$ cat src/pkg/spi_ctl_defines.svh
/*
 Register offsets, field positions, reset values and clock division counts
 of the serial port control block. Definitions only; included by bare name.
*/
`ifndef SPI_CTL_DEFINES_SVH
`define SPI_CTL_DEFINES_SVH

// Register byte offsets
`define OFF_CTRL    8'h00
`define OFF_STATUS  8'h04
`define OFF_DATA    8'h08
`define OFF_PINCFG  8'h0c

// serial_port_control fields
`define CTL_IRQEN   7
`define CTL_EN      6
`define CTL_ORDER   5
`define CTL_MASTER_SELECT    4
`define CTL_CLOCK_IDLE_LEVEL    3
`define CTL_CLOCK_SAMPLE_PHASE    2

// serial_port_status fields
`define STS_DONE    7
`define STS_COLL    6
`define STS_DBL     0

// Pin configuration fields
`define PIN_DIR_MOSI 0
`define PIN_DIR_MISO 1
`define PIN_DIR_SCK  2
`define PIN_DIR_SS   3
`define PIN_SS_VAL   4

// Reset values
`define RST_CTRL    8'h00
`define RST_PINCFG  5'h00

// Half periods of SCK in clock cycles: divisors 4,16,64,128 and 2,8,32,64
`define HALF_DIV4   7'h02
`define HALF_DIV16  7'h08
`define HALF_DIV64  7'h20
`define HALF_DIV128 7'h40
`define HALF_DIV2   7'h01
`define HALF_DIV8   7'h04
`define HALF_DIV32  7'h10

// Index of the last edge and of the last bit in one byte
`define LAST_EDGE   4'hf
`define LAST_BIT    4'h7
`endif

$ cat src/pkg/spi_ctl_pkg.sv
/*
 Types of the serial port control block.
 Assumes nothing of its surroundings.
*/
package spi_ctl_pkg;
   typedef enum logic [0:0] {
      MS_IDLE  = 1'b0,
      MS_SHIFT = 1'b1
   } master_state_t;
endpackage

$ cat src/rtl/pin_sync.sv
/*
 Three flip-flop input synchroniser with agreement filter.
 Assumes an asynchronous pin level and the block's single clock.
*/
`timescale 1ns/1ps
module pin_sync #(
   parameter logic RESET_VAL = 1'b0
) (
   input  wire logic clock,    // System clock
   input  wire logic sys_rst,  // Async reset, active high
   input  wire logic pinIn,    // Raw pin level
   output logic      levelOut  // Filtered level
);
   logic stage1_r;
   logic stage2_r;
   logic stage3_r;
   logic level_r;
   logic level_nxt;

   // Accept a change once second and third stages agree
   always_comb begin
      level_nxt = (stage2_r == stage3_r) ? stage3_r : level_r;
   end

   // Stage registers
   always_ff @(posedge clock or posedge sys_rst) begin
      if (sys_rst) begin
         stage1_r <= RESET_VAL;
         stage2_r <= RESET_VAL;
         stage3_r <= RESET_VAL;
         level_r  <= RESET_VAL;
      end else begin
         stage1_r <= pinIn;
         stage2_r <= stage1_r;
         stage3_r <= stage2_r;
         level_r  <= level_nxt;
      end
   end

   assign levelOut = level_r;
endmodule

$ cat src/rtl/sck_divider.sv
/*
 Serial clock half period timer for master transfers.
 Assumes halfCount is held stable while run is high.
*/
`timescale 1ns/1ps
module sck_divider #(
   parameter int CW = 7
) (
   input  wire logic          clock,     // System clock
   input  wire logic          sys_rst,   // Async reset, active high
   input  wire logic          run,       // Generator running
   input  wire logic [CW-1:0] halfCount, // Cycles per SCK half period
   output logic               tick       // One pulse per half period
);
   logic [CW-1:0] count_r;
   logic [CW-1:0] count_nxt;
   logic          tick_r;
   logic          tick_nxt;

   // Count half periods while running, restart when stopped
   always_comb begin
      count_nxt = '0;
      tick_nxt  = 1'b0;
      if (run) begin
         if (count_r == halfCount - CW'(1)) begin
            tick_nxt = 1'b1;
         end else begin
            count_nxt = count_r + CW'(1);
         end
      end
   end

   // Registers
   always_ff @(posedge clock or posedge sys_rst) begin
      if (sys_rst) begin
         count_r <= '0;
         tick_r  <= 1'b0;
      end else begin
         count_r <= count_nxt;
         tick_r  <= tick_nxt;
      end
   end

   assign tick = tick_r;
endmodule

$ cat src/rtl/spi_select_and_control.sv
/*
 Serial port control and select logic: APB registers, master clock
 generation, byte shifter, slave select handling and mode fault.
 Assumes an APB master on the clock, and raw SPI pins whose wire levels
 are resolved outside from the active low output enables.
*/
// The placing of the registers and the APB interface to the registers were decided locally.
`timescale 1ns/1ps
`include "spi_ctl_defines.svh"
module spi_select_and_control (
   input  wire logic        clock,       // System clock, 200 MHz
   input  wire logic        sys_rst,     // Async reset, active high
   input  wire logic [7:0]  paddr,       // APB address
   input  wire logic        psel,        // APB select
   input  wire logic        penable,     // APB enable
   input  wire logic        pwrite,      // APB direction
   input  wire logic [31:0] pwdata,      // APB write data
   output logic      [31:0] prdata,      // APB read data
   output logic             pready,      // APB ready
   output logic             pslverr,     // APB error, unmapped address
   input  wire logic        globalIrqEn, // Core global interrupt enable
   input  wire logic        irqAck,      // Interrupt vector taken, pulse
   input  wire logic        sckIn,       // SCK pin level
   output logic             sckOut,      // SCK drive value
   output logic             sckOe_n,     // SCK drive enable, low drives
   input  wire logic        mosiIn,      // MOSI pin level
   output logic             mosiOut,     // MOSI drive value
   output logic             mosiOe_n,    // MOSI drive enable, low drives
   input  wire logic        misoIn,      // MISO pin level
   output logic             misoOut,     // MISO drive value
   output logic             misoOe_n,    // MISO drive enable, low drives
   input  wire logic        ssIn,        // Select pin level
   output logic             ssOut,       // Select drive value
   output logic             ssOe_n,      // Select drive enable, low drives
   output logic             irq          // Interrupt request
);
   logic [7:0]  ctrl_r, ctrl_nxt;
   logic [4:0]  pinCfg_r, pinCfg_nxt;
   logic        dblRate_r, dblRate_nxt;
   logic        doneFlag_r, doneFlag_nxt;
   logic        collFlag_r, collFlag_nxt;
   logic        stsSeen_r, stsSeen_nxt;
   logic [7:0]  txShift_r, txShift_nxt;
   logic [7:0]  rxShift_r, rxShift_nxt;
   logic [7:0]  rxBuf_r, rxBuf_nxt;
   logic [3:0]  sampleCnt_r, sampleCnt_nxt;
   logic [3:0]  edgeCnt_r, edgeCnt_nxt;
   logic        sckLevel_r, sckLevel_nxt;
   logic        sckPrev_r, ssPrev_r;
   logic [31:0] prdata_r, prdata_nxt;
   logic        pready_r, pready_nxt;
   logic        pslverr_r, pslverr_nxt;
   logic        sckOut_r, sckOut_nxt, sckOe_n_r, sckOe_n_nxt;
   logic        mosiOut_r, mosiOut_nxt, mosiOe_n_r, mosiOe_n_nxt;
   logic        misoOut_r, misoOut_nxt, misoOe_n_r, misoOe_n_nxt;
   logic        ssOut_r, ssOut_nxt, ssOe_n_r, ssOe_n_nxt;
   logic        irq_r, irq_nxt;
   spi_ctl_pkg::master_state_t mstState_r, mstState_nxt;

   logic       ssSync, sckSync, mosiSync, misoSync;
   logic       tick;
   logic [6:0] halfCount;
   logic       enabled, isMaster, clock_idle_level, clock_sample_phase, lsbFirst;
   logic       modeFault, slaveActive, ssRise, busy;
   logic       apbAccess, wrEn, rdEn, dataWr, dataAcc, startXfer;
   logic       edgeEv, levelAfter, sampleEv, setupEv, inBit, byteDone;
   logic [7:0] rxIn;

   // Pin synchronisers
   pin_sync #(.RESET_VAL(1'b1)) u_ssSync (
      .clock(clock), .sys_rst(sys_rst), .pinIn(ssIn), .levelOut(ssSync));
   pin_sync #(.RESET_VAL(1'b0)) u_sckSync (
      .clock(clock), .sys_rst(sys_rst), .pinIn(sckIn), .levelOut(sckSync));
   pin_sync #(.RESET_VAL(1'b0)) u_mosiSync (
      .clock(clock), .sys_rst(sys_rst), .pinIn(mosiIn), .levelOut(mosiSync));
   pin_sync #(.RESET_VAL(1'b0)) u_misoSync (
      .clock(clock), .sys_rst(sys_rst), .pinIn(misoIn), .levelOut(misoSync));

   // Master SCK rate, used only in master state
   always_comb begin
      case ({dblRate_r, ctrl_r[1:0]})
         3'b000:  halfCount = `HALF_DIV4;
         3'b001:  halfCount = `HALF_DIV16;
         3'b010:  halfCount = `HALF_DIV64;
         3'b011:  halfCount = `HALF_DIV128;
         3'b100:  halfCount = `HALF_DIV2;
         3'b101:  halfCount = `HALF_DIV8;
         3'b110:  halfCount = `HALF_DIV32;
         default: halfCount = `HALF_DIV64;
      endcase
   end

   sck_divider #(.CW(7)) u_div (
      .clock(clock), .sys_rst(sys_rst),
      .run(mstState_r == spi_ctl_pkg::MS_SHIFT),
      .halfCount(halfCount), .tick(tick));

   // Mode decode and select handling
   assign enabled     = ctrl_r[`CTL_EN];
   assign isMaster    = enabled & ctrl_r[`CTL_MASTER_SELECT];
   assign clock_idle_level        = ctrl_r[`CTL_CLOCK_IDLE_LEVEL];
   assign clock_sample_phase        = ctrl_r[`CTL_CLOCK_SAMPLE_PHASE];
   assign lsbFirst    = ctrl_r[`CTL_ORDER];
   assign modeFault   = isMaster & ~pinCfg_r[`PIN_DIR_SS] & ~ssSync;
   assign slaveActive = enabled & ~ctrl_r[`CTL_MASTER_SELECT] & ~ssSync;
   assign ssRise      = ssSync & ~ssPrev_r;
   assign busy        = (mstState_r == spi_ctl_pkg::MS_SHIFT) |
                        (slaveActive & (sampleCnt_r != 4'h0));

   // APB decode; effects happen at the access edge
   assign apbAccess = psel & penable & pready_r;
   assign wrEn      = apbAccess & pwrite;
   assign rdEn      = apbAccess & ~pwrite;
   assign dataAcc   = apbAccess & (paddr == `OFF_DATA);
   assign dataWr    = dataAcc & pwrite;
   assign startXfer = dataWr & isMaster & ~busy & ~modeFault;

   // SCK edge events from the generator or from the pin
   always_comb begin
      edgeEv     = 1'b0;
      levelAfter = sckSync;
      if (isMaster) begin
         edgeEv     = (mstState_r == spi_ctl_pkg::MS_SHIFT) & tick;
         levelAfter = ~sckLevel_r;
      end else if (slaveActive) begin
         edgeEv = sckSync ^ sckPrev_r;
      end
      sampleEv = edgeEv & ((levelAfter != clock_idle_level) ^ clock_sample_phase);
      setupEv  = edgeEv & ~((levelAfter != clock_idle_level) ^ clock_sample_phase);
   end

   assign inBit = isMaster ? misoSync : mosiSync;
   assign rxIn  = lsbFirst ? {inBit, rxShift_r[7:1]} : {rxShift_r[6:0], inBit};

   // Byte shifter
   always_comb begin
      txShift_nxt   = txShift_r;
      rxShift_nxt   = rxShift_r;
      rxBuf_nxt     = rxBuf_r;
      sampleCnt_nxt = sampleCnt_r;
      byteDone      = 1'b0;
      if (dataWr && !busy) begin
         txShift_nxt = pwdata[7:0];
      end else if (setupEv && !(clock_sample_phase && sampleCnt_r == 4'h0)) begin
         txShift_nxt = lsbFirst ? {1'b0, txShift_r[7:1]} : {txShift_r[6:0], 1'b0};
      end
      if (sampleEv) begin
         rxShift_nxt   = rxIn;
         sampleCnt_nxt = sampleCnt_r + 4'h1;
         if (sampleCnt_r == `LAST_BIT) begin
            rxBuf_nxt     = rxIn;
            sampleCnt_nxt = 4'h0;
            byteDone      = 1'b1;
         end
      end
      if ((ssRise && !ctrl_r[`CTL_MASTER_SELECT]) || !enabled || modeFault) begin
         rxShift_nxt   = 8'h00;
         sampleCnt_nxt = 4'h0;
      end
   end

   // Master clock generator state
   always_comb begin
      mstState_nxt = mstState_r;
      edgeCnt_nxt  = edgeCnt_r;
      sckLevel_nxt = sckLevel_r;
      case (mstState_r)
         spi_ctl_pkg::MS_IDLE: begin
            sckLevel_nxt = clock_idle_level;
            edgeCnt_nxt  = 4'h0;
            if (startXfer) begin
               mstState_nxt = spi_ctl_pkg::MS_SHIFT;
            end
         end
         spi_ctl_pkg::MS_SHIFT: begin
            if (modeFault || !isMaster) begin
               mstState_nxt = spi_ctl_pkg::MS_IDLE;
            end else if (tick) begin
               sckLevel_nxt = ~sckLevel_r;
               edgeCnt_nxt  = edgeCnt_r + 4'h1;
               if (edgeCnt_r == `LAST_EDGE) begin
                  mstState_nxt = spi_ctl_pkg::MS_IDLE;
               end
            end
         end
         default: mstState_nxt = spi_ctl_pkg::MS_IDLE;
      endcase
   end

   // Software registers and flags; hardware set wins over clear
   always_comb begin
      ctrl_nxt    = ctrl_r;
      pinCfg_nxt  = pinCfg_r;
      dblRate_nxt = dblRate_r;
      stsSeen_nxt = stsSeen_r;
      if (wrEn && paddr == `OFF_CTRL) begin
         ctrl_nxt = pwdata[7:0];
      end
      if (wrEn && paddr == `OFF_STATUS) begin
         dblRate_nxt = pwdata[`STS_DBL];
      end
      if (wrEn && paddr == `OFF_PINCFG) begin
         pinCfg_nxt = pwdata[4:0];
      end
      if (modeFault) begin
         ctrl_nxt[`CTL_MASTER_SELECT] = 1'b0;
      end
      if (dataAcc) begin
         stsSeen_nxt = 1'b0;
      end else if (rdEn && paddr == `OFF_STATUS && (doneFlag_r || collFlag_r)) begin
         stsSeen_nxt = 1'b1;
      end
      doneFlag_nxt = byteDone | modeFault |
                     (doneFlag_r & ~(irqAck | (dataAcc & stsSeen_r)));
      collFlag_nxt = (dataWr & busy) | (collFlag_r & ~(dataAcc & stsSeen_r));
   end

   // APB answer: ready and data one cycle after setup
   always_comb begin
      pready_nxt  = psel & ~penable;
      pslverr_nxt = 1'b0;
      prdata_nxt  = 32'h0000_0000;
      if (psel && !penable) begin
         case (paddr)
            `OFF_CTRL:   prdata_nxt = {24'h00_0000, ctrl_r};
            `OFF_STATUS: prdata_nxt = {24'h00_0000, doneFlag_r, collFlag_r, 5'h00, dblRate_r};
            `OFF_DATA:   prdata_nxt = {24'h00_0000, rxBuf_r};
            `OFF_PINCFG: prdata_nxt = {27'h000_0000, pinCfg_r};
            default:     pslverr_nxt = 1'b1;
         endcase
      end
   end

   // Pin drive; active low enables
   always_comb begin
      sckOut_nxt   = (mstState_r == spi_ctl_pkg::MS_SHIFT) ? sckLevel_r : clock_idle_level;
      sckOe_n_nxt  = ~(isMaster & pinCfg_r[`PIN_DIR_SCK]);
      mosiOut_nxt  = lsbFirst ? txShift_r[0] : txShift_r[7];
      mosiOe_n_nxt = ~(isMaster & pinCfg_r[`PIN_DIR_MOSI]);
      misoOut_nxt  = mosiOut_nxt;
      misoOe_n_nxt = ~(slaveActive & pinCfg_r[`PIN_DIR_MISO]);
      ssOut_nxt    = pinCfg_r[`PIN_SS_VAL];
      ssOe_n_nxt   = ~((~enabled | isMaster) & pinCfg_r[`PIN_DIR_SS]);
      irq_nxt      = ctrl_r[`CTL_IRQEN] & doneFlag_r & globalIrqEn;
   end

   // All registers
   always_ff @(posedge clock or posedge sys_rst) begin
      if (sys_rst) begin
         ctrl_r      <= `RST_CTRL;
         pinCfg_r    <= `RST_PINCFG;
         dblRate_r   <= 1'b0;
         doneFlag_r  <= 1'b0;
         collFlag_r  <= 1'b0;
         stsSeen_r   <= 1'b0;
         txShift_r   <= 8'h00;
         rxShift_r   <= 8'h00;
         rxBuf_r     <= 8'h00;
         sampleCnt_r <= 4'h0;
         edgeCnt_r   <= 4'h0;
         sckLevel_r  <= 1'b0;
         sckPrev_r   <= 1'b0;
         ssPrev_r    <= 1'b1;
         mstState_r  <= spi_ctl_pkg::MS_IDLE;
         prdata_r    <= 32'h0000_0000;
         pready_r    <= 1'b0;
         pslverr_r   <= 1'b0;
         sckOut_r    <= 1'b0;
         sckOe_n_r   <= 1'b1;
         mosiOut_r   <= 1'b0;
         mosiOe_n_r  <= 1'b1;
         misoOut_r   <= 1'b0;
         misoOe_n_r  <= 1'b1;
         ssOut_r     <= 1'b0;
         ssOe_n_r    <= 1'b1;
         irq_r       <= 1'b0;
      end else begin
         ctrl_r      <= ctrl_nxt;
         pinCfg_r    <= pinCfg_nxt;
         dblRate_r   <= dblRate_nxt;
         doneFlag_r  <= doneFlag_nxt;
         collFlag_r  <= collFlag_nxt;
         stsSeen_r   <= stsSeen_nxt;
         txShift_r   <= txShift_nxt;
         rxShift_r   <= rxShift_nxt;
         rxBuf_r     <= rxBuf_nxt;
         sampleCnt_r <= sampleCnt_nxt;
         edgeCnt_r   <= edgeCnt_nxt;
         sckLevel_r  <= sckLevel_nxt;
         sckPrev_r   <= sckSync;
         ssPrev_r    <= ssSync;
         mstState_r  <= mstState_nxt;
         prdata_r    <= prdata_nxt;
         pready_r    <= pready_nxt;
         pslverr_r   <= pslverr_nxt;
         sckOut_r    <= sckOut_nxt;
         sckOe_n_r   <= sckOe_n_nxt;
         mosiOut_r   <= mosiOut_nxt;
         mosiOe_n_r  <= mosiOe_n_nxt;
         misoOut_r   <= misoOut_nxt;
         misoOe_n_r  <= misoOe_n_nxt;
         ssOut_r     <= ssOut_nxt;
         ssOe_n_r    <= ssOe_n_nxt;
         irq_r       <= irq_nxt;
      end
   end

   assign prdata   = prdata_r;
   assign pready   = pready_r;
   assign pslverr  = pslverr_r;
   assign sckOut   = sckOut_r;
   assign sckOe_n  = sckOe_n_r;
   assign mosiOut  = mosiOut_r;
   assign mosiOe_n = mosiOe_n_r;
   assign misoOut  = misoOut_r;
   assign misoOe_n = misoOe_n_r;
   assign ssOut    = ssOut_r;
   assign ssOe_n   = ssOe_n_r;
   assign irq      = irq_r;
endmodule

$ cat config.mk
export PLATFORM = sky130hd
export DESIGN_NAME = spi_select_and_control
export DESIGN_NICKNAME = d
export VERILOG_FILES = /design/src/pkg/spi_ctl_pkg.sv /design/src/rtl/pin_sync.sv /design/src/rtl/sck_divider.sv /design/src/rtl/spi_select_and_control.sv
export VERILOG_INCLUDE_DIRS = /design/src /design/src/pkg
export SDC_FILE = /design/constraint.sdc
export NUM_CORES = 1
export LEC_CHECK = 0
export ABC_AREA = 1
export ABC_CLOCK_PERIOD_IN_PS = 2300
export BUFFER_PORTS_ARGS = -buffer_cell sky130_fd_sc_hd__clkbuf_2
export CORE_MARGIN = 4
export CORE_UTILIZATION = 25
export DETAILED_ROUTE_END_ITERATION = 8
export HOLD_SLACK_MARGIN = 0.05
export SLEW_MARGIN = 20
export SYNTH_ARGS = -nofsm -noshare
export SYNTH_HDL_FRONTEND = slang
export SYNTH_HIERARCHICAL = 1
export SYNTH_SLANG_ARGS = --single-unit
$ cat constraint.sdc
create_clock -name clock -period 2.3 [get_ports clock]
set_input_delay 0 -clock clock [delete_from_list [all_inputs] [get_ports clock]]
set_output_delay 0 -clock clock [all_outputs]
set_load 0.1 [all_outputs]
==> results of run 1 <==
[per-stage QoR]
step	cells	total power [mW]	area, um2	setup WS [ns]	hold slack, ns
after global routing	973	3.78	5900	0.0185	0.113
after CTS	972	3.69	5890	0.147	0.0730
final	973	3.63	5900	0.178	0.0936
after floorplan	662	2.04	5060	0.238	-0.234
after detailed placement	937	2.07	5390	0.177	-0.0253
after global placement	937	2.07	5390	0.216	-0.0271
[logic make-up after synthesis]
family	after synthesis	synth area share (%)
simple gates	358	32.3
buf+inv	119	11.5
flops	95	48.0
compound gates	56	5.89
xor+xnor	5	0.880
fa+ha+maj	5	1.26
other cells	1	0.0754
[worst max-delay path, stage by stage (launching register included)]
cell	delay, ns
dfrtp_2	0.43
or2_2	0.30
nor2_2	0.10
inv_1	0.10
ha_1	0.32
nand2_1	0.07
inv_1	0.04
nor2_1	0.07
nand2_1	0.05
nor2_1	0.13
nand3_2	0.12
nor2_4	0.20
nor2_1	0.07
[synth_stat cells, types with 2 or more instances]
library cell    n
buf_4          27
nor3_1          8
nand4_1         2
nand3_2         3
nor2_2          5
or2_2           3
a21oi_1        13
buf_2           8
buf_6           2
clkbuf_1        3
nor2_1         45
inv_1          72
inv_2           5
dfrtp_1        86
nand3b_1        2
nor2_4          5
o21ai_0        30
ha_1            5
nand2_1       196
a31oi_1         4
nand2_2        10
nand2_4         3
o21ai_1         6
dfstp_2         9
o211ai_1        2
xor2_1          4
nand3_1        72
[worst max-delay path by stage]
stage | from | slack [ns] | to
floorplan | ctrl_r[1]$_DFFE_PP0P_ | 0.24 | u_div/count_r[0]$_DFF_PP0_
finish | ctrl_r[0]$_DFFE_PP0P_ | 0.18 | u_div/count_r[6]$_DFF_PP0_
global placement | ctrl_r[0]$_DFFE_PP0P_ | 0.22 | u_div/count_r[4]$_DFF_PP0_
global route | ctrl_r[0]$_DFFE_PP0P_ | 0.02 | u_div/count_r[6]$_DFF_PP0_
detailed placement | ctrl_r[0]$_DFFE_PP0P_ | 0.18 | u_div/count_r[4]$_DFF_PP0_
CTS | ctrl_r[0]$_DFFE_PP0P_ | 0.15 | u_div/count_r[6]$_DFF_PP0_
[flip-flops by register name, summed over array words and instances (netlist names), 4 cells and up]
name	cells
ctrl_r	8
edgeCnt_r	4
pinCfg_r	5
prdata	8
rxBuf_r	8
rxShift_r	8
sampleCnt_r	4
txShift_r	8
u_div/count_r	7
[area by class of cell]
type	count	area, um2	area share, %
tap	265	332	5.62
multi-input combinational	448	2100	35.6
clock buffer	12	236	4.01
clock inverter	4	70.1	1.19
timing repair buffer	71	480	8.14
inverter	78	294	4.98
sequential	95	2390	40.5
[where the power goes]
| group | switching [mW] | internal [mW] |
|---|---|---|
| sequential | 0.0182 | 1.70 |
| combinational | 0.282 | 0.0633 |
| clock | 0.614 | 0.950 |
| total | 0.913 | 2.71 |
[layer usage]
| metal | track usage, % | vias to the layer above |
|---|---|---|
| met2 | 16.7 | 93 |
| met4 | 5.49 | 0 |
| li1 | - | 2082 |
| met5 | 0 | - |
| met3 | 1.31 | 14 |
| met1 | 14.6 | 1834 |
[repair_timing]
| item | 4_1_cts | 5_1_grt |
|---|---|---|
| gates resized for setup | 0 | 2 |
| endpoints found under the setup margin | 0 | 7 |
| hold endpoints to repair | 70 | 0 |
| hold buffers | 19 | 0 |
| buffers inserted | 0 | 1 |
==> results by group, run 1 <==
Drt
  • Final wirelength: 11200 um
  • DR iter-0 viols: about 250
  • DR WL/cell: 11.5 um
  • DRT met1 WL: 5210 um
  • WL met3: 451 um
  • Vias: 4023
  • Via density: 4.13
  • DRT Pass-1 Iters: 5
  • Top routing layer in use: met4
  • ANT nets after route: 0
  • DR DRC count: 0
  • Met2 Routed Length: 5310 um

Pwr
  • Max VDD drop: about 0.27 mV
  • Pleak: 2.95 nW
  • Pwr Density: 615 mW/mm2

Logic synthesis
  • Yosys warnings: 6
  • Cell area after synthesis: 0.00497 mm2
  • Ys async rst share: 100%
  • Area leader, netlist: dfrtp_1
  • Synth top area cells: dfrtp_1 43%, nand2_1 15%, nand3_1 7.2%, inv_1 5.4%, dfstp_2 4.8%
  • Count of cell types in the netlist: 36
  • Mean Syn Cell Area: 7.78 um2
  • Main synth FF type: dfrtp_1
  • Post-synth EDFFs: 0
  • Synth top area share: 43.3%
  • Mapped Cells: 639
  • #FFs+latches synth: 95
  • Sequential element share of the synthesized area: between 40% and 50%

Clocking
  • CTS tree: done
  • CTS max path bufs: 2
  • Clock tree root buffer cell: clkbuf_16
  • CTS Sinks: 95
  • H-tree Lvls: 3
  • CTS buffer count: 9
  • Clock transition at path regs: ~0.07 ns
  • Insertion delay to the later sink of the worst-skew pair: 0.35 ns

GRT
  • Grt ovf: 0
  • Largest net degree at the start of global routing: 52
  • First-pass GRT wire length: 18900 um
  • Number of global-route vias before repair: about 3.7k
  • Antenna violations before repair: 0
  • GRT Total Usage: about a tenth

Critical path
  • Critical Path RT: 2.53 ns
  • FF-to-FF setup slack: 0.18 ns
  • Register-to-Register Path Depth: 12
  • Crit Path Category: flip-flop to flip-flop
  • Crit end category: flip-flop
  • Reg2Reg Capture Point: u_div/count_r[6]$_DFF_PP0_
  • Crit path arrival time: between 2 and 2.5 ns
  • Crit path launch type: flip-flop
  • Reg-to-reg startpoint: ctrl_r[0]$_DFFE_PP0P_
  • Crit-path max FO: 7

Layout
  • Share of cells above drive strength 1: 16.1%
  • Final Util: a little under a third
  • Fill cell count: between 2k and 2.5k
  • Diodes inserted: 0
  • Most common cell after layout, fill and taps aside: nand2_1
  • Layout area overhead: 18.7%
  • Final nets: 759
  • Most frequent cells in the layout: 196 x nand2_1, 85 x dfrtp_1, 72 x nand3_1

Flow run
  • Max-cap viol count: 0

Status
  • Outcome: finished clean

Min path
  • Min-delay src: paddr[2]
  • Hold Path Stages: 5
  • WHS Endpoint: prdata[4]$_DFF_PP0_
  • Worst min path class: primary input to flip-flop

STA
  • Max-slew violation count: 0
  • RSZ-0062 raised after global routing: false
  • Fin Setup TNS: 0 ns
  • Clk_skew: 0.00629 ns
  • Tcrit/Tclk final: between 90% and 100%
  • Min Clock Period, post-route: 2.12 ns
  • Final setup viols: 0
  • Final hold vios: 0
  • Fmax: 0.471 GHz
  • Worst slew pin tran: 0.559 ns
  • Max-slew headroom: 62.7%

Floorplan
  • Row cnt: 51
  • Die Ht: about 150 um
  • Die Area: roughly 0.022 mm2
  • Core ar.: between 0.015 and 0.02 mm2
  • Chip width: approximately 150 um
  • Starting Density: 25.5%
  • I/O pins: 94

Place
  • Routability cong.: ~0.77
  • DPL Wire Length: about 8300 um
  • Port bufs: 45
Note: power is estimated with default switching activity, not from simulation.
==> run 2: changes to the inputs <==
--- a/config.mk
+++ b/config.mk
@@ -6,7 +6,7 @@
 export SDC_FILE = /design/constraint.sdc
 export NUM_CORES = 1
 export LEC_CHECK = 0
-export ABC_AREA = 1
+export ABC_AREA = 0
 export ABC_CLOCK_PERIOD_IN_PS = 2300
 export BUFFER_PORTS_ARGS = -buffer_cell sky130_fd_sc_hd__clkbuf_2
 export CORE_MARGIN = 4
==> run 2 against run 1 <==
  * Register-to-register slack worse by 0.02 ns
  * Synthesized area down 2.7%
  * Hold slack worse by 0.0031 ns
  * Synthesized cell count fell by 34%
  * Via count is 19% lower
  * Combinational power grew 6.4%
  * Clock power down 4%
  * Sequential share of layout area is 0.42 points higher
  * Routed wire length shrank 8.5%
  * Global-route usage shrank 0.90 points
  * Utilization increased by 0.68 points
  * Die area fell by 2.6%
  * Largest power group unchanged
==> results by group, run 2 <==
Logic synthesis
  • Mean Syn Cell Area: 11.5 um2 (+47%)
  • Count of cell types in the netlist: 61 (+69%)
  • Top post-synthesis cells by count: 86 x dfrtp_1, 36 x nor2_1, 26 x buf_4, 25 x mux2i_1, 24 x nand2_1
  • Area leader, netlist: dfrtp_1
  • Mapped Cells: 422 (-34%)
  • Ys async rst share: 100% (unchanged)
  • Sequential element share of the synthesized area: 49.4% (+1.3 points)
  • #FFs+latches synth: 95 (unchanged)
  • Post-synth EDFFs: 0 (unchanged)
  • Synth top area share: 44.5% (+1.2 points)
  • Synth top area cells: dfrtp_1 44%, mux2i_1 5.2%, mux2_2 5.1%, dfstp_2 4.9%, buf_4 4.0%
  • Yosys warnings: 6 (unchanged)
  • Main synth FF type: dfrtp_1
  • Cell area after synthesis: 0.00484 mm2 (-2.7%)
  • Count leader, synth: dfrtp_1

STA
  • Final hold vios: 0 (unchanged)
  • Fin Setup TNS: 0 ns (unchanged)
  • Min Clock Period, post-route: 2.14 ns (+0.0172 ns)
  • Fmax: 0.468 GHz (-0.80%)
  • RSZ-0062 raised after global routing: false
  • Tcrit/Tclk final: 93.0% (+0.75 points)
  • Final setup viols: 0 (unchanged)
  • Clk_skew: 0.00594 ns (-0.000345 ns)
  • Max-slew headroom: 48.0% (-15 points)
  • Max-slew violation count: 0 (unchanged)
  • Worst slew pin tran: 0.780 ns (+0.221 ns)

Min path
  • WHS Endpoint: pslverr$_DFF_PP0_
  • Min-delay src: psel
  • Hold Path Stages: 3 (-2)
  • Worst min path class: primary input to flip-flop

Critical path
  • FF-to-FF setup slack: 0.16 ns (-0.02 ns)
  • Reg-to-reg startpoint: ctrl_r[1]$_DFFE_PP0P_
  • CP Cell Sequence: nor3b_2 -> inv_1 -> ha_1 -> and3b_1 -> nor3_1 -> a211oi_4 -> buf_4 -> a311oi_1
  • Max incr delay on CP: 0.46 ns (+0.03 ns)
  • CP max-delay cell: dfrtp_1
  • Crit Path Category: flip-flop to flip-flop
  • Largest delay share family, worst path: simple AND/OR/NAND/NOR gates
  • Crit path launch type: flip-flop
  • Register-to-Register Path Depth: 8 (-4)
  • Buf/Inv on CP: 2 (unchanged)
  • Crit end category: flip-flop
  • Reg2Reg Capture Point: u_div/count_r[4]$_DFF_PP0_
  • Critical Path RT: 2.53 ns (about the same)
  • Crit path arrival time: 2.37 ns (+0.02 ns)
  • Crit-path max FO: 8 (+1)

Layout
  • Non-Filler Instances: 762 (-22%)
  • Most frequent cells in the layout: 86 x dfrtp_1, 45 x clkbuf_2, 36 x nor2_1
  • Share of cells above drive strength 1: 30.5% (+14 points)
  • Layout area overhead: 20.7%
  • Fill cell count: 1935 (-8.6%)
  • Diodes inserted: 0 (unchanged)
  • Most common cell after layout, fill and taps aside: dfrtp_1
  • Final nets: 553 (-27%)

Drt
  • Final wirelength: 10300 um (-8.5%)
  • DR iter-0 viols: 143 (-43%)
  • DRT Pass-1 Iters: 4 (-1)
  • DR WL/cell: 13.5 um (+17%)
  • Vias: 3277 (-19%)
  • DR DRC count: 0 (unchanged)
  • ANT nets after route: 0 (unchanged)
  • Via density: 4.30 (+4.0%)

Clocking
  • CTS tree: done
  • Clock transition at path regs: 0.07 ns (about the same)
  • Clock tree root buffer cell: clkbuf_16
  • H-tree Lvls: 3 (unchanged)
  • Insertion delay to the later sink of the worst-skew pair: 0.34 ns (about the same)
  • CTS buffer count: 9 (unchanged)
  • CTS Sinks: 95 (unchanged)
  • CTS max path bufs: 2 (unchanged)

Pwr
  • Pwr Density: 612 mW/mm2 (-0.37%)
  • Pleak: 2.64 nW (-10%)
  • Max VDD drop: 0.346 mV (+27%)

Floorplan
  • Chip width: 147 um (-1.3%)
  • Core ar.: 0.0189 mm2 (-3.2%)
  • Die Ht: 147 um (-1.3%)
  • Starting Density: 25.6% (+0.14 points)
  • I/O pins: 94 (unchanged)
  • Die Area: 0.0216 mm2 (-2.6%)
  • Row cnt: 50 (-2.0%)

Status
  • Outcome: finished clean

GRT
  • Gr busiest metal: met2
  • GRT Total Usage: 9.77% (-0.90 points)
  • GR Layer Usage met2: 16.5% (-0.13 points)
  • M3 GR Usage: 2.50% (+1.2 points)
  • First-pass GRT wire length: 17100 um (-9.4%)
  • Number of global-route vias before repair: 3346 (-9.7%)
  • GR Util met1: 12.4% (-2.2 points)
  • Antenna violations before repair: 0 (unchanged)
  • Grt ovf: 0 (unchanged)
  • Largest net degree at the start of global routing: 49 (-5.8%)

Flow run
  • Max-cap viol count: 0 (unchanged)

Place
  • Port bufs: 45 (unchanged)
  • DPL Wire Length: 7770 um (-6.5%)
  • Cell count after placement: 722 (-23%)
  • Routability cong.: 0.758 (-2.0%)
==> run 2: cell count changes after synthesis, sizes merged, moves of 11 or more <==
cell / before / now
nand2: 210 / 31
nand3: 75 / 7
inv: 77 / 19
mux2: 0 / 36
mux2i: 0 / 25
o21ai: 36 / 13
nor2: 55 / 36
xnor2: 1 / 12
==> run 2: report_power, final <==
| part | switching, mW | internal [mW] | leakage [nW] | total, mW |
|---|---|---|---|---|
| clock network | 0.647 | 0.842 | 0.138 | 1.49 |
| logic | 0.290 | 0.0769 | 1.27 | 0.367 |
| registers | 0.0182 | 1.70 | 1.23 | 1.72 |
==> run 2: cells by family (layout without fill, tap and decap cells) <==
group / after synthesis / in the layout / share of synthesized area [%]
AND/OR/NAND/NOR: 130 / 130 / 15.5
multiplexers: 62 / 62 / 15.0
flip-flops: 95 / 95 / 49.4
AO/OA/AOI/OAI: 49 / 49 / 7.22
other: 1 / 24 / 0.0775
adder cells (fa/ha/maj): 9 / 9 / 2.22
buffers and inverters: 58 / 115 / 7.22
XOR/XNOR: 18 / 18 / 3.41
==> run 2: worst max path at each step <==
stage / start / end / slack [ns] / depth (start not counted)
final: ctrl_r[1]$_DFFE_PP0P_ / u_div/count_r[4]$_DFF_PP0_ / 0.16 / 8
after global placement: ctrl_r[4]$_DFFE_PP0P_ / rxBuf_r[7]$_DFFE_PP0P_ / 0.14 / 5
after CTS: ctrl_r[1]$_DFFE_PP0P_ / u_div/count_r[4]$_DFF_PP0_ / 0.06 / 7
after detailed placement: ctrl_r[1]$_DFFE_PP0P_ / u_div/count_r[4]$_DFF_PP0_ / 0.08 / 7
after floorplan: ctrl_r[1]$_DFFE_PP0P_ / u_div/tick$_DFF_PP0_ / 0.08 / 7
after global routing: sampleCnt_r[0]$_DFFE_PP0P_ / txShift_r[4]$_DFFE_PP0P_ / 0.009 / 8
==> run 2: cell type report <==
cell class	instances	area (um2)	share of cell area, %
repair buffers	80	556	9.52
clock inverters	7	71.3	1.22
multi-input cells	292	2200	37.7
flip-flops and latches	95	2390	40.9
inverters	19	71.3	1.22
well taps	260	325	5.57
clock buffers	9	225	3.86
==> run 2: layer usage <==
layer,vias to the layer above,part of all wire [%]
met5,-,0
met1,1618,45
met3,13,4.3
met2,77,49
li1,1569,-
met4,0,1.4
==> run 2: through the flow <==
step / total power, mW / instance area, um2 / hold slack [ns] / util, % / setup WS (ns)
CTS: 3.62 / 5810 / 0.0723 / 30.7 / 0.0591
finish: 3.58 / 5840 / 0.0906 / 30.9 / 0.161
floorplan: 2.05 / 4920 / -0.234 / - / 0.0836
global route: 3.71 / 5840 / 0.104 / 30.9 / 0.00918
global placement: 2.09 / 5290 / -0.0304 / 28.0 / 0.145
detailed placement: 2.09 / 5290 / -0.0235 / 28.0 / 0.0813
==> run 2: worst min-delay path: cells and delay by family <==
family / cells / cell delay (ns)
simple gates: 2 / 0.29
buf+inv: 1 / 0.10
==> run 2: repair_timing <==
item / CTS / global route
setup buffers: 0 / 2
hold buffers: 22 / 0
gates resized for setup: 0 / 4
hold endpoints to repair: 77 / 0
endpoints found under the setup margin: 0 / 22
